==> src/logic/pcr_pkg.sv <==
package pcr_pkg;

  localparam int unsigned ADDR_W = 12;
  localparam int unsigned DATA_W = 16;

  // Printed offsets carry a group tag in the top nibble
  localparam logic [15:0] TMS_OFFSET   = 16'h18f8;
  localparam logic [15:0] CSC_OFFSET   = 16'h3000;
  localparam logic [15:0] CSA_OFFSET   = 16'h38e6;
  localparam logic [15:0] CSS_OFFSET   = 16'h38e7;
  localparam logic [3:0]  TMS_TAG      = 4'h1;
  localparam logic [3:0]  CS_TAG       = 4'h3;

  // Interrupt registers
  localparam logic [11:0] IRQ_STAT_ADDR = 12'h100;
  localparam logic [11:0] IRQ_CLR_ADDR  = 12'h101;
  localparam logic [11:0] IRQ_EN_ADDR   = 12'h102;

  // Field positions
  localparam int unsigned TM_MSB         = 15;
  localparam int unsigned TM_LSB         = 13;
  localparam int unsigned SRST_BIT       = 15;
  localparam int unsigned LOOP_BIT       = 14;
  localparam int unsigned TXLPI_LAT_BIT  = 11;
  localparam int unsigned RXLPI_LAT_BIT  = 10;
  localparam int unsigned TXLPI_LIVE_BIT = 9;
  localparam int unsigned RXLPI_LIVE_BIT = 8;
  localparam int unsigned FAULT_BIT      = 7;
  localparam int unsigned LINK_BIT       = 2;

  localparam int unsigned IRQ_TXLPI = 0;
  localparam int unsigned IRQ_RXLPI = 1;
  localparam int unsigned IRQ_FAULT = 2;
  localparam int unsigned IRQ_LINK  = 3;
  localparam int unsigned IRQ_W     = 4;
  localparam int unsigned LAT_N     = 3;

  // Test mode codes
  localparam logic [2:0] TM_NORMAL = 3'h0;
  localparam logic [2:0] TM_MODE1  = 3'h1;
  localparam logic [2:0] TM_MODE2  = 3'h2;
  localparam logic [2:0] TM_MODE3  = 3'h3;

  // Reset values
  localparam logic [2:0]       TM_RST   = 3'h0;
  localparam logic             BIT_RST  = 1'b0;
  localparam logic [IRQ_W-1:0] IRQ_RST  = 4'h0;
  localparam logic [15:0]      RD_RST   = 16'h0000;

  // Soft reset hold time
  localparam int unsigned CLK_PERIOD_NS = 10;
  localparam int unsigned SRST_TIME_NS  = 100;
  localparam int unsigned SRST_CYCLES   =
    (SRST_TIME_NS + CLK_PERIOD_NS - 1) / CLK_PERIOD_NS;
  localparam int unsigned SRST_CNT_W    = 8;

  typedef enum logic [0:0] {
    PCR_SRST_IDLE,
    PCR_SRST_HOLD
  } pcr_srst_state_t;

endpackage : pcr_pkg

==> src/logic/pcr_srst_if.sv <==
`timescale 1ns/10ps
interface pcr_srst_if;
  logic start;
  logic busy;
  logic rst;

  modport ctl (output start, input busy, input rst);
  modport seq (input start, output busy, output rst);
endinterface : pcr_srst_if

==> src/logic/pcr_regs.sv <==
// Design decision made here: the plain strobed port.
`timescale 1ns/10ps
// Functional notes
// - Bits 15:13 of test_pattern_select pick normal, test mode 1, 2 or 3; codes with bit 15 set are reserved.
// - Writing 1 to control bit 15 resets the coding sublayer; the bit self-clears and 0 is normal.
// - Control bit 14 is a read-write loopback enable.
// - Status bit 11 latches transmit low-power idle until software writes zero to it.
// - Status bit 10 latches receive low-power idle until software writes zero to it.
// - Status bit 9 shows transmit low-power idle live.
// - Status bit 8 shows receive low-power idle live.
// - Status bit 7 latches a coding-sublayer fault until software writes zero to it.
// - Status bit 2 reports receive link up or down and is set by writing zero while the link is up.
module pcr_regs
  import pcr_pkg::*;
(
  input  wire logic              I_CORE_CLK,
  input  wire logic              I_RST,
  input  wire logic [ADDR_W-1:0] I_ADDR,
  input  wire logic [DATA_W-1:0] I_WDATA,
  input  wire logic              I_WR,
  input  wire logic              I_RD,
  output logic      [DATA_W-1:0] O_RDATA,
  input  wire logic              I_TX_LPI,
  input  wire logic              I_RX_LPI,
  input  wire logic              I_FAULT,
  input  wire logic              I_LINK_UP,
  output logic      [2:0]        O_TEST_MODE,
  output logic                   O_PCS_SRST,
  output logic                   O_PCS_LOOP,
  output logic                   O_IRQ
);

  // Host addresses arrive with the group tag already stripped
  localparam logic [ADDR_W-1:0] TMS_ADDR = TMS_OFFSET[ADDR_W-1:0];
  localparam logic [ADDR_W-1:0] CSC_ADDR = CSC_OFFSET[ADDR_W-1:0];
  localparam logic [ADDR_W-1:0] CSA_ADDR = CSA_OFFSET[ADDR_W-1:0];
  localparam logic [ADDR_W-1:0] CSS_ADDR = CSS_OFFSET[ADDR_W-1:0];

  pcr_srst_if srst_if ();

  logic              sel_tms;
  logic              sel_ctl;
  logic              sel_css;
  logic              sel_ist;
  logic              sel_icl;
  logic              sel_ien;
  logic              wr_tms;
  logic              wr_ctl;
  logic              wr_css;
  logic              wr_icl;
  logic              wr_ien;

  logic [2:0]        tm_r;
  logic [2:0]        tm_nxt;
  logic [2:0]        tm_out_r;
  logic [2:0]        tm_out_nxt;
  logic              loop_r;
  logic              loop_nxt;

  logic [LAT_N-1:0]  lat_r;
  logic [LAT_N-1:0]  lat_set;
  logic [LAT_N-1:0]  lat_wbit;
  logic              link_r;
  logic              link_nxt;
  logic              link_prev_r;
  logic              link_prev_nxt;

  logic [IRQ_W-1:0]  ist_r;
  logic [IRQ_W-1:0]  ist_nxt;
  logic [IRQ_W-1:0]  ien_r;
  logic [IRQ_W-1:0]  ien_nxt;
  logic [IRQ_W-1:0]  irq_evt;

  logic [DATA_W-1:0] rd_r;
  logic [DATA_W-1:0] rd_nxt;
  logic [DATA_W-1:0] ctl_view;
  logic [DATA_W-1:0] css_view;

  // Address decode
  always_comb begin
    sel_tms = (I_ADDR == TMS_ADDR);
    sel_ctl = (I_ADDR == CSC_ADDR) || (I_ADDR == CSA_ADDR);
    sel_css = (I_ADDR == CSS_ADDR);
    sel_ist = (I_ADDR == IRQ_STAT_ADDR);
    sel_icl = (I_ADDR == IRQ_CLR_ADDR);
    sel_ien = (I_ADDR == IRQ_EN_ADDR);
    wr_tms  = I_WR && sel_tms;
    wr_ctl  = I_WR && sel_ctl;
    wr_css  = I_WR && sel_css;
    wr_icl  = I_WR && sel_icl;
    wr_ien  = I_WR && sel_ien;
  end

  // Test pattern selector
  always_comb begin
    tm_nxt = tm_r;
    if (wr_tms) begin
      tm_nxt = I_WDATA[TM_MSB:TM_LSB];
    end
  end

  always_ff @(posedge I_CORE_CLK) begin
    if (I_RST) begin
      tm_r <= TM_RST;
    end else begin
      tm_r <= tm_nxt;
    end
  end

  // Reserved codes read back as written but drive normal operation
  always_comb begin
    case (tm_nxt)
      TM_MODE1: tm_out_nxt = TM_MODE1;
      TM_MODE2: tm_out_nxt = TM_MODE2;
      TM_MODE3: tm_out_nxt = TM_MODE3;
      default:  tm_out_nxt = TM_NORMAL;
    endcase
  end

  // Decoded from the next value so the pins follow the write at once
  always_ff @(posedge I_CORE_CLK) begin
    if (I_RST) begin
      tm_out_r <= TM_RST;
    end else begin
      tm_out_r <= tm_out_nxt;
    end
  end

  // Coding-sublayer control, shared by both control addresses
  always_comb begin
    loop_nxt = loop_r;
    if (wr_ctl) begin
      loop_nxt = I_WDATA[LOOP_BIT];
    end
  end

  always_ff @(posedge I_CORE_CLK) begin
    if (I_RST) begin
      loop_r <= BIT_RST;
    end else begin
      loop_r <= loop_nxt;
    end
  end

  // Writing 0 to the reset bit is a no-op, never an abort
  assign srst_if.start = wr_ctl && I_WDATA[SRST_BIT];

  pcr_srst_seq u_srst (
    .i_clk (I_CORE_CLK),
    .i_rst (I_RST),
    .sif   (srst_if.seq)
  );

  // Sticky status bits: hardware set beats software clear
  assign lat_set  = {I_TX_LPI, I_RX_LPI, I_FAULT};
  assign lat_wbit = {I_WDATA[TXLPI_LAT_BIT],
                     I_WDATA[RXLPI_LAT_BIT],
                     I_WDATA[FAULT_BIT]};

  genvar gi;
  generate
    for (gi = 0; gi < LAT_N; gi++) begin : g_lat
      logic lat_nxt;
      always_comb begin
        lat_nxt = lat_r[gi];
        if (wr_css && !lat_wbit[gi]) begin
          lat_nxt = 1'b0;
        end
        if (lat_set[gi]) begin
          lat_nxt = 1'b1;
        end
      end
      always_ff @(posedge I_CORE_CLK) begin
        if (I_RST) begin
          lat_r[gi] <= BIT_RST;
        end else begin
          lat_r[gi] <= lat_nxt;
        end
      end
    end
  endgenerate

  // Link bit latches low on loss; a zero write re-arms it when up
  always_comb begin
    link_nxt = link_r;
    if (wr_css && !I_WDATA[LINK_BIT]) begin
      link_nxt = I_LINK_UP;
    end
    if (!I_LINK_UP) begin
      link_nxt = 1'b0;
    end
  end

  always_ff @(posedge I_CORE_CLK) begin
    if (I_RST) begin
      link_r <= BIT_RST;
    end else begin
      link_r <= link_nxt;
    end
  end

  // Resets low, so a link that is down out of reset gives no false loss event
  always_comb begin
    link_prev_nxt = I_LINK_UP;
  end

  always_ff @(posedge I_CORE_CLK) begin
    if (I_RST) begin
      link_prev_r <= BIT_RST;
    end else begin
      link_prev_r <= link_prev_nxt;
    end
  end

  // Interrupt status: events set, ones written to the clear address drop
  always_comb begin
    irq_evt            = '0;
    irq_evt[IRQ_TXLPI] = I_TX_LPI && !lat_r[2];
    irq_evt[IRQ_RXLPI] = I_RX_LPI && !lat_r[1];
    irq_evt[IRQ_FAULT] = I_FAULT && !lat_r[0];
    irq_evt[IRQ_LINK]  = link_prev_r && !I_LINK_UP;
    ist_nxt = ist_r;
    if (wr_icl) begin
      ist_nxt = ist_r & ~I_WDATA[IRQ_W-1:0];
    end
    // Set after clear, so an event in the clear cycle is not lost
    ist_nxt = ist_nxt | irq_evt;
  end

  always_ff @(posedge I_CORE_CLK) begin
    if (I_RST) begin
      ist_r <= IRQ_RST;
    end else begin
      ist_r <= ist_nxt;
    end
  end

  // Interrupt enable
  always_comb begin
    ien_nxt = ien_r;
    if (wr_ien) begin
      ien_nxt = I_WDATA[IRQ_W-1:0];
    end
  end

  always_ff @(posedge I_CORE_CLK) begin
    if (I_RST) begin
      ien_r <= IRQ_RST;
    end else begin
      ien_r <= ien_nxt;
    end
  end

  // Read views
  always_comb begin
    ctl_view                 = '0;
    ctl_view[SRST_BIT]       = srst_if.busy;
    ctl_view[LOOP_BIT]       = loop_r;
    css_view                 = '0;
    css_view[TXLPI_LAT_BIT]  = lat_r[2];
    css_view[RXLPI_LAT_BIT]  = lat_r[1];
    css_view[TXLPI_LIVE_BIT] = I_TX_LPI;
    css_view[RXLPI_LIVE_BIT] = I_RX_LPI;
    css_view[FAULT_BIT]      = lat_r[0];
    css_view[LINK_BIT]       = link_r;
  end

  // Read data stand only in the cycle after the strobe
  always_comb begin
    rd_nxt = '0;
    if (I_RD) begin
      if (sel_tms) begin
        rd_nxt[TM_MSB:TM_LSB] = tm_r;
      end else if (sel_ctl) begin
        rd_nxt = ctl_view;
      end else if (sel_css) begin
        rd_nxt = css_view;
      end else if (sel_ist) begin
        rd_nxt[IRQ_W-1:0] = ist_r;
      end else if (sel_ien) begin
        rd_nxt[IRQ_W-1:0] = ien_r;
      end else begin
        rd_nxt = RD_RST;
      end
    end
  end

  always_ff @(posedge I_CORE_CLK) begin
    if (I_RST) begin
      rd_r <= RD_RST;
    end else begin
      rd_r <= rd_nxt;
    end
  end

  assign O_RDATA     = rd_r;
  assign O_TEST_MODE = tm_out_r;
  assign O_PCS_SRST  = srst_if.rst;
  assign O_PCS_LOOP  = loop_r;
  assign O_IRQ       = |(ist_r & ien_r);

endmodule : pcr_regs

==> src/logic/pcr_srst_seq.sv <==
`timescale 1ns/10ps
module pcr_srst_seq
  import pcr_pkg::*;
(
  input  wire logic i_clk,
  input  wire logic i_rst,
  pcr_srst_if.seq   sif
);

  pcr_srst_state_t       state_r;
  pcr_srst_state_t       state_nxt;
  logic [SRST_CNT_W-1:0] cnt_r;
  logic [SRST_CNT_W-1:0] cnt_nxt;
  logic                  rst_r;
  logic                  rst_nxt;

  always_comb begin
    state_nxt = state_r;
    cnt_nxt   = cnt_r;
    rst_nxt   = rst_r;
    case (state_r)
      PCR_SRST_IDLE: begin
        // Start while holding is ignored
        if (sif.start) begin
          state_nxt = PCR_SRST_HOLD;
          cnt_nxt   = SRST_CNT_W'(SRST_CYCLES - 1);
          rst_nxt   = 1'b1;
        end
      end
      PCR_SRST_HOLD: begin
        if (cnt_r == '0) begin
          state_nxt = PCR_SRST_IDLE;
          rst_nxt   = 1'b0;
        end else begin
          cnt_nxt = cnt_r - 1'b1;
        end
      end
      default: begin
        state_nxt = PCR_SRST_IDLE;
        cnt_nxt   = '0;
        rst_nxt   = 1'b0;
      end
    endcase
  end

  always_ff @(posedge i_clk) begin
    if (i_rst) begin
      state_r <= PCR_SRST_IDLE;
      cnt_r   <= '0;
      rst_r   <= BIT_RST;
    end else begin
      state_r <= state_nxt;
      cnt_r   <= cnt_nxt;
      rst_r   <= rst_nxt;
    end
  end

  assign sif.rst  = rst_r;
  assign sif.busy = rst_r;

endmodule : pcr_srst_seq

==> config.mk <==
export PLATFORM = sky130hd
export DESIGN_NAME = pcr_regs
export DESIGN_NICKNAME = d
export VERILOG_FILES = /design/src/logic/pcr_pkg.sv /design/src/logic/pcr_srst_if.sv /design/src/logic/pcr_regs.sv /design/src/logic/pcr_srst_seq.sv
export SDC_FILE = /design/constraint.sdc
export NUM_CORES = 1
export LEC_CHECK = 0
export ABC_AREA = 1
export BUFFER_PORTS_ARGS = -buffer_cell sky130_fd_sc_hd__buf_2
export CORE_MARGIN = 10
export CORE_UTILIZATION = 23
export DETAILED_ROUTE_END_ITERATION = 8
export GPL_TIMING_DRIVEN = 0
export PLACE_DENSITY_LB_ADDON = 0.3
export SLEW_MARGIN = 20
export SYNTH_ARGS = -nofsm -noshare
export SYNTH_HDL_FRONTEND = slang
export SYNTH_SLANG_ARGS = --single-unit
==> constraint.sdc <==
create_clock -name I_CORE_CLK -period 1.3 [get_ports I_CORE_CLK]
set_input_delay 0.26 -clock I_CORE_CLK [delete_from_list [all_inputs] [get_ports I_CORE_CLK]]
set_output_delay 0.26 -clock I_CORE_CLK [all_outputs]
set_load 0.02 [all_outputs]
======== Word-level counts from Yosys, hierarchy flattened ========
Index checks and enable logic that the tools add are counted.
storage, ports and cells
  register bits ........................... 46
  input bits .............................. 36
  output and inout bits ................... 22
  logic and storage cells ................. 97
operators by class
  $add $sub $neg .......................... 1
  equality and inequality tests ........... 12
  muxes and demuxes ....................... 23
  bitwise operators ....................... 8
  reduce and logical (&&, ||, !) cells .... 36
operators with widths
  kind                  count
  $eq 12x12->1 const B  3
  $eq 12x9->1 const B   3
  $mux 16               1
  $mux 8                2
  $pmux 8 s2            1
  $logic_and 1x1->1     14
  $logic_not 12->1      1
  $mux 12               1
  $mux 4                3
  $mux 1                10
  $reduce_or 5->1       2
  $and 4x4->4           2
  $logic_not 1->1       8
  $logic_not 8->1       1
  $reduce_or 4->1       2
  $sub 8x1->8 const B   1
  $eq 3x2->1 const B    2
  $mux 3                2
  $ne 2x2->1 const B    3
  $pmux 2 s3            1
  $reduce_bool 2->1     3
  $not 1->1             4
  $not 4->4             1
  $or 4x4->4            1
  5 further kinds       8

======== Depth between registers and ports, before layout ========
Gate-level depths: netlist (run 1).
  depth after elaboration ................. 6
  depth in mapped cells ................... 10
  mapped depth without buffers ............ 10

======== By module ========
A second synthesis (run 1) with hierarchy kept.
unflattened totals
  cell total of the unflattened synthesis .. 303
  area total of the unflattened synthesis .. 2168.3 um^2
modules (own cells, without submodules)
  module        instances  cells an instance  area each (um^2)  seq. area each (um^2)
  pcr_regs      1          224                1602.8            620.6
  pcr_srst_seq  1          79                 565.5             200.2

======== Worst setup path after synthesis (run 1) ========
No wires, ideal clock.
  path type ............................... input port to flip-flop
  from .................................... input I_ADDR[9]
  to ...................................... register u_srst.cnt_r[3]
  arrival ................................. 1107 ps
  path slack .............................. 80 ps
  stages on the path ...................... 10
  buffers on the path ..................... 0
  path through ............................ inv_1 nand2_1 nor2_2 nand3_2 nand2_4 nand3_4 nand2_4 nand2_1 nand2_1 nor2_1
on the way
  longest elaborated chain between the ends .. 6
RTL lines
  what                                                     RTL line            RTL
  start, declared                                          pcr_regs.sv:18      input wire logic [ADDR_W-1:0] I_ADDR,
  $eq 12x12->1 / $logic_not 12->1 (equally long branches)  pcr_regs.sv:82      sel_ctl = (I_ADDR == CSC_ADDR) || (I_ADDR == CSA_ADDR);
  $logic_or 1x1->1 *                                       pcr_regs.sv:82
  $logic_and 1x1->1 *                                      pcr_regs.sv:88      wr_ctl = I_WR && sel_ctl;
  $logic_and 1x1->1 *                                      pcr_regs.sv:146     assign srst_if.start = wr_ctl && I_WDATA[SRST_BIT];
  $ne 2x2->1 (no line) *                                   -
  $reduce_and 2->1 (no line) *                             -
  end signal, assigned                                     pcr_srst_seq.sv:53  cnt_r <= cnt_nxt;
  end, declared                                            pcr_srst_seq.sv:12  logic [SRST_CNT_W-1:0] cnt_r;
Every way passes the cells marked *; elsewhere a longest branch is shown, timed or not.
A chain may end at the register's enable or synchronous reset.

======== Worst setup path after layout (run 1) ========
  from .................................... register u_srst.cnt_r[5]
  to ...................................... register u_srst.cnt_r[3]
on the way
  longest elaborated chain between the ends .. 3
RTL lines
  what                        RTL line            RTL
  $logic_not 8->1             pcr_srst_seq.sv:31  if (cnt_r == '0) begin
  $ne 2x2->1 (no line)        -
  $reduce_and 2->1 (no line)  -
Every way passes these cells.

==> metrics.md, run 1 <==
| Metric | Value |
|---|---|
| Layout area overhead | `34.4%` |
| Synth cell types | `32` |
| Routed WL per cell | `roughly 12 um` |
| Seq/Total Area, Yosys | `41.1%` |
| DR iter-0 viols | `53` |
| Nets | `384` |
| Synth Instances | `between 200 and 300` |
| Clk pwr share | `37.2%` |
| Via density per instance | `4.23` |
| Critical Path Sink Type | `flip-flop` |
| Sinks on Clock Net | `41` |
| Commonest non-fill, non-tap cell in the layout | `buf_2` |
| Slowest stage delay, CP | `0.34 ns` |
| Post-route ant nets | `0` |
| P_sw | `594 uW` |
| CP Cell Sequence | `inv_2 > nand2_4 > nor3_4 > nand3_4 > nand2_8 > nand2_4 > nand2_1 > nand2_1 > nor2_1` |
| Grt ovf | `0` |
| Seq pwr share | `54.2%` |
| Worst hold path type | `primary input to flip-flop` |
| Max_cap viols | `0` |
| Worst setup margin | `-0.0793 ns` |
| Required time of the critical path | `1.53 ns` |
| Post-Syn Area per Cell | `around 7.1 sq um` |
| Overall Global Routing Usage | `approximately 8.2%` |
| Pleak | `0.00122 uW` |
| Clk Tree Root Cell | `clkbuf_8` |
| Commonest non-fill, non-tap cells in the layout | `buf_2 (46), nand2_1 (45), nor2_1 (35)` |
| Io pins | `58` |
| Die H | `113 um` |
| Status | `finished with violations` |
| Design area | `2680 sq um` |
| Largest net degree at the start of global routing | `13` |
| Combinational fraction of design power | `8.5%` |
| Detailed Route WL | `approximately 5600 um` |
| Max frequency | `0.725 GHz` |
| Final critical-path required period | `1.38 ns` |
| Maximum VDD drop | `0.388 mV` |
| CP Max Fanout | `6` |
| RSZ-0062 raised after global routing | `yes` |
| Share of layout cells above drive strength 1 | `37.3%` |
| R2R cell count | `9` |
| Switch share | `between 20% and 30%` |
| CTS buffer count | `5` |
| Vias | `1906` |
| Pint | `~1800 uW` |
| Initial Util | `23.9%` |
| Final setup violation count | `9` |
| Ys Warns | `0` |
| DIE AREA | `12800 sq um` |
| Power Density | `880 nW/um^2` |
| Count of input and output buffers | `between 40 and 50` |
| Hold Buf Count CTS | `0` |
| Later-pin clock latency in the skew report | `a little under 0.3 ns` |
| Cell Area, Placed | `approximately 2400 sq um` |
| Site Rows | `33` |
| Drt drc | `0` |
| Htree depth | `2` |
| Max Slew Vio Count | `0` |
| CP arrival | `1.61 ns` |
| Tot Pwr | `2360 uW` |
| Die Wd | `113 um` |
| Setup Skew | `0.00897 ns` |
| Clk buf depth | `2` |
| CTS tree | `yes` |
| Critical path class | `flip-flop to flip-flop` |
| Final-report hold violation count | `0` |
| Core Area | `8340 sq um` |
| Mapped cell area | `2000 sq um` |
| Tcrit/Tclk final | `106%` |
| Place WS | `-0.266 ns` |
| Fin Setup TNS | `-0.317 ns` |
| Dpl hpwl | `4130 um` |
| FF+latch count, synth | `41` |
| FILL cells | `935` |
| First-pass GRT wire length | `8760 um` |
| Diode count | `0` |
| Clock Pin Slew Worst Setup and Hold Paths | `roughly 0.09 ns` |
| Fin util | `32.1%` |
| Crit-path slowest cell | `dfxtp_2` |
| TritonRoute pass-1 iters | `4` |
| Gpl congestion | `0.837` |
| Initial antenna violation count | `0` |
| Via count of the first global-routing pass | `1896` |
| Hold Path Stages | `3` |
| Worst Setup Start Kind | `flip-flop` |
| Failing checks | `negative setup slack` |
[state kept, by name, summed over array words and instances, names as in the netlist]
signal	flops
O_PCS_LOOP	1
O_RDATA	12
O_TEST_MODE	2
css_view	3
ien_r	4
ist_r	4
link_prev_r	1
link_r	1
tm_r	3
u_srst.cnt_r	8
u_srst.sif.busy	1
u_srst.state_r	1
[through the flow]
step / hold slack (ns) / cells
floorplan: 0.394 / 285
global placement: 0.433 / 434
detailed placement: 0.440 / 434
CTS: 0.209 / 443
global route: 0.212 / 451
finish: 0.210 / 451
[worst paths after layout]
kind                                 startpoint              end  slack [ns]
worst max register to register  u_srst.cnt_r[5]  u_srst.cnt_r[3]       -0.08
worst max-delay path            u_srst.cnt_r[5]  u_srst.cnt_r[3]       -0.08
worst min-delay path                    I_FAULT      css_view[7]        0.21
worst min register to register      link_prev_r         ist_r[3]        0.45
[worst max-delay path, delay by kind of cell, from the launching register on]
family / cells / cell delay [ns]
simple gates: 8 / 0.91
buf+inv: 1 / 0.08
flops: 1 / 0.34
[cell type report]
| type | instances | area [sq um] | share of cell area, % |
|---|---|---|---|
| inverters | 45 | 175 | 6.53 |
| repair buffers | 54 | 302 | 11.2 |
| flip-flops and latches | 41 | 832 | 31.0 |
| clock inverters | 1 | 7.51 | 0.280 |
| plain buffers | 8 | 52.6 | 1.96 |
| multi-input cells | 191 | 1100 | 41.0 |
| well taps | 105 | 131 | 4.90 |
| clock buffers | 6 | 82.6 | 3.08 |
[timing repair]
action                     CTS  global route
setup endpoints to repair    7            17
gates resized for setup     10            41
setup buffers                3             7
pin swaps                    1            16
gates cloned                 0             1
[logic make-up after synthesis]
logic type	count (synthesis)	synth area share (%)
other cells	1	0.188
simple gates	140	34.2
compound gates	40	10.7
xor+xnor	3	1.32
fa+ha+maj	2	1.25
buf+inv	54	11.3
flops	41	41.1
[metal layers]
layer,global-route usage (%),up-vias,share of wire [%]
met3,2.54,6,3.7
met2,13.8,34,50
met1,9.94,857,46
met5,0,-,0
met4,2.12,0,0.57
li1,-,1009,-
[cells in the mapped netlist (all sizes together)]
| cell type | number | area (sq um) |
|---|---|---|
| nand2 | 57 | 241 |
| inv | 44 | 165 |
| nor2 | 43 | 176 |
| dfxtp | 41 | 821 |
| nand3 | 24 | 143 |
| a21oi | 23 | 123 |
| o21ai | 14 | 70.1 |
| buf | 8 | 52.6 |
| nand4 | 7 | 43.8 |
| nor3 | 6 | 51.3 |
| xor2 | 3 | 26.3 |
| ha | 2 | 25.0 |
| o22ai | 2 | 12.5 |
| clkbuf | 1 | 3.75 |
| clkinv | 1 | 3.75 |
| conb | 1 | 3.75 |
| nand3b | 1 | 7.51 |
| nor4 | 1 | 12.5 |
| o21a | 1 | 7.51 |
| or2 | 1 | 6.26 |
[power by group through the flow]
stage	sequential, uW	combinational, uW	clock, uW
after floorplan	1310	115	0
after detailed placement	1310	193	0
after global placement	1310	191	0
after CTS	1280	197	903
final	1280	201	879
after global routing	1280	230	959
Note: power is estimated with default switching activity, not from simulation.
==> run 2, diff against run 1 <==
Settings changed: CTS_BUF_LIST set to sky130_fd_sc_hd__clkbuf_16.
==> metrics.md, run 2 (synthesis gave the netlist of run 1 again) <==
| Metric | Value |
|---|---|
| Status | `finished with violations` |
| Failing checks | `negative setup slack` |
| Commonest non-fill, non-tap cell in the layout | `buf_2` |
| Clk pwr share | `44.5% (+7.3 points)` |
| Die Wd | `113 um (unchanged)` |
| Power Density | `967 nW/um^2 (+9.8%)` |
| Setup Skew | `0.00537 ns (-0.00360 ns)` |
| CP arrival | `1.58 ns (-0.03 ns)` |
| Worst setup margin | `-0.0561 ns (+0.0232 ns)` |
| Design area | `2770 sq um (+3.2%)` |
| Largest net degree at the start of global routing | `13 (unchanged)` |
| Pint | `2040 uW (+16%)` |
| Cell Area, Placed | `2360 sq um (unchanged)` |
| Layout area overhead | `38.6%` |
| Core Area | `8340 sq um (unchanged)` |
| Gpl congestion | `0.837 (unchanged)` |
| Combinational fraction of design power | `7.6% (-0.9 points)` |
| Final critical-path required period | `1.36 ns (-0.0232 ns)` |
| Nets | `390 (+1.6%)` |
| Sequential cell area | `830 sq um (-0.30%)` |
| P_sw | `631 uW (+6.3%)` |
| Htree depth | `2 (unchanged)` |
| Share of layout cells above drive strength 1 | `37.2% (-0.067 points)` |
| Crit-path slowest cell | `dfxtp_2` |
| Via count of the first global-routing pass | `1899 (+0.16%)` |
| Commonest non-fill, non-tap cells in the layout | `buf_2 (46), nand2_1 (45), dfxtp_1 (36)` |
| Slowest stage delay, CP | `0.33 ns (about the same)` |
| Buf+Inv Stages, Crit Path | `1 (unchanged)` |
| Post-route ant nets | `0 (unchanged)` |
| Via density per instance | `4.22 (-0.23%)` |
| CTS buffer count | `5 (unchanged)` |
| Tcrit/Tclk final | `104% (-1.8 points)` |
| Io pins | `58 (unchanged)` |
| RSZ-0062 raised after global routing | `yes` |
| DR iter-0 viols | `91 (+72%)` |
| Fin util | `33.2% (+1.0 points)` |
| Hold Buf Count CTS | `0 (unchanged)` |
| Detailed Route WL | `5530 um (-1.0%)` |
| Critical path class | `flip-flop to flip-flop` |
| Vias | `1927 (+1.1%)` |
| Cell family with most CP delay | `simple AND/OR/NAND/NOR gates` |
| Routed WL per cell | `12.1 um (-2.3%)` |
| Dpl hpwl | `4130 um (unchanged)` |
| CP Max Fanout | `6 (unchanged)` |
| Diode count | `0 (unchanged)` |
| Final setup violation count | `4 (-5)` |
| CP Cell Sequence | `inv_2 > nand2_4 > nor3_4 > nand3_4 > nand2_4 > nand2_4 > nand2_1 > nand2_1 > nor2_1` |
| Final-report hold violation count | `0 (unchanged)` |
| Site Rows | `33 (unchanged)` |
| Switch share | `23.6% (-1.6 points)` |
| Later-pin clock latency in the skew report | `0.28 ns (about the same)` |
| Tot Pwr | `2670 uW (+13%)` |
| CTS tree | `yes` |
| Die H | `113 um (unchanged)` |
| Maximum VDD drop | `0.441 mV (+14%)` |
| Seq pwr share | `47.9% (-6.3 points)` |
| Max frequency | `0.737 GHz (+1.7%)` |
| Worst hold path type | `primary input to flip-flop` |
| Multi-input combinational cell area | `1090 sq um (-1.1%)` |
| Initial antenna violation count | `0 (unchanged)` |
| TritonRoute pass-1 iters | `4 (unchanged)` |
| Post-Layout Cell Count | `457 (+1.3%)` |
| Critical Path Sink Type | `flip-flop` |
| Overall Global Routing Usage | `8.27% (+0.043 points)` |
| Fin Setup TNS | `-0.142 ns (+0.175 ns)` |
| Count of input and output buffers | `44 (unchanged)` |
| FILL cells | `919 (-1.7%)` |
| Clk buf depth | `2 (unchanged)` |
| Required time of the critical path | `1.52 ns (about the same)` |
| Worst Setup Start Kind | `flip-flop` |
| Clk Tree Root Cell | `clkbuf_16` |
| Max reg flops | `12 (unchanged)` |
| First-pass GRT wire length | `8750 um (about the same)` |
| Grt ovf | `0 (unchanged)` |
| DIE AREA | `12800 sq um (unchanged)` |
| Max_cap viols | `0 (unchanged)` |
| Drt drc | `0 (unchanged)` |
| Initial Util | `23.9% (unchanged)` |
| Max Slew Vio Count | `0 (unchanged)` |
| Sinks on Clock Net | `41 (unchanged)` |
| Clock Pin Slew Worst Setup and Hold Paths | `0.06 ns (-0.03 ns)` |
| Pleak | `0.00129 uW (+5.4%)` |
| Dpl cells | `434 (unchanged)` |
| Most frequent CP cell | `nand2_4` |
run 2: through the flow:
| step | hold slack, ns | worst slack, ns |
|---|---|---|
| final | 0.225 | -0.0561 |
| after global routing | 0.236 | -0.156 |
| after CTS | 0.228 | -0.0796 |
| after detailed placement | 0.440 | -0.266 |
| after global placement | 0.433 | -0.241 |
| after floorplan | 0.394 | 0.0803 |
run 2: cell type report:
type                       count  share of cell area (%)
buffer                         8                    1.90
clock buffer                   5                    4.52
clock inverter                 2                   0.407
inverter                      45                    6.20
multi-input combinational    191                    39.3
sequential                    41                    30.0
tap                          105                    4.75
timing repair buffer          60                    13.0
run 2: worst paths after layout:
path                                         to  cells after the start  slack [ns]            start
worst max-delay path            u_srst.cnt_r[3]                      9       -0.06  u_srst.cnt_r[5]
worst min-delay path                 O_RDATA[9]                      3        0.23         I_TX_LPI
worst max register to register  u_srst.cnt_r[3]                      9       -0.06  u_srst.cnt_r[5]
worst min register to register         ist_r[3]                      2        0.44      link_prev_r
run 2: routing by layer:
metal  vias up  track usage [%]  share of wire (%)
li1       1023                -                  -
met3         7             2.80                5.0
met5         -                0                  0
met2        43             13.8                 50
met1       854             9.82                 44
met4         0             2.37               0.80
run 2: repair_timing:
item,CTS,global route
pin swaps,1,14
gates resized for setup,9,39
setup buffers,3,13
gates cloned,0,1
setup endpoints to repair,7,19
run 2: worst reg2reg max path: stages, from the launching register on:
cell	delay, ns
dfxtp_2	0.33
inv_2	0.08
nand2_4	0.07
nor3_4	0.22
nand3_4	0.14
nand2_4	0.14
nand2_4	0.09
nand2_1	0.07
nand2_1	0.05
nor2_1	0.11
run 2: power by group through the flow:
stage | clock (uW) | combinational, uW | sequential, uW
after global routing | 1270 | 231 | 1280
after floorplan | 0 | 115 | 1310
after detailed placement | 0 | 193 | 1310
final | 1190 | 202 | 1280
after global placement | 0 | 191 | 1310
after CTS | 1210 | 197 | 1280
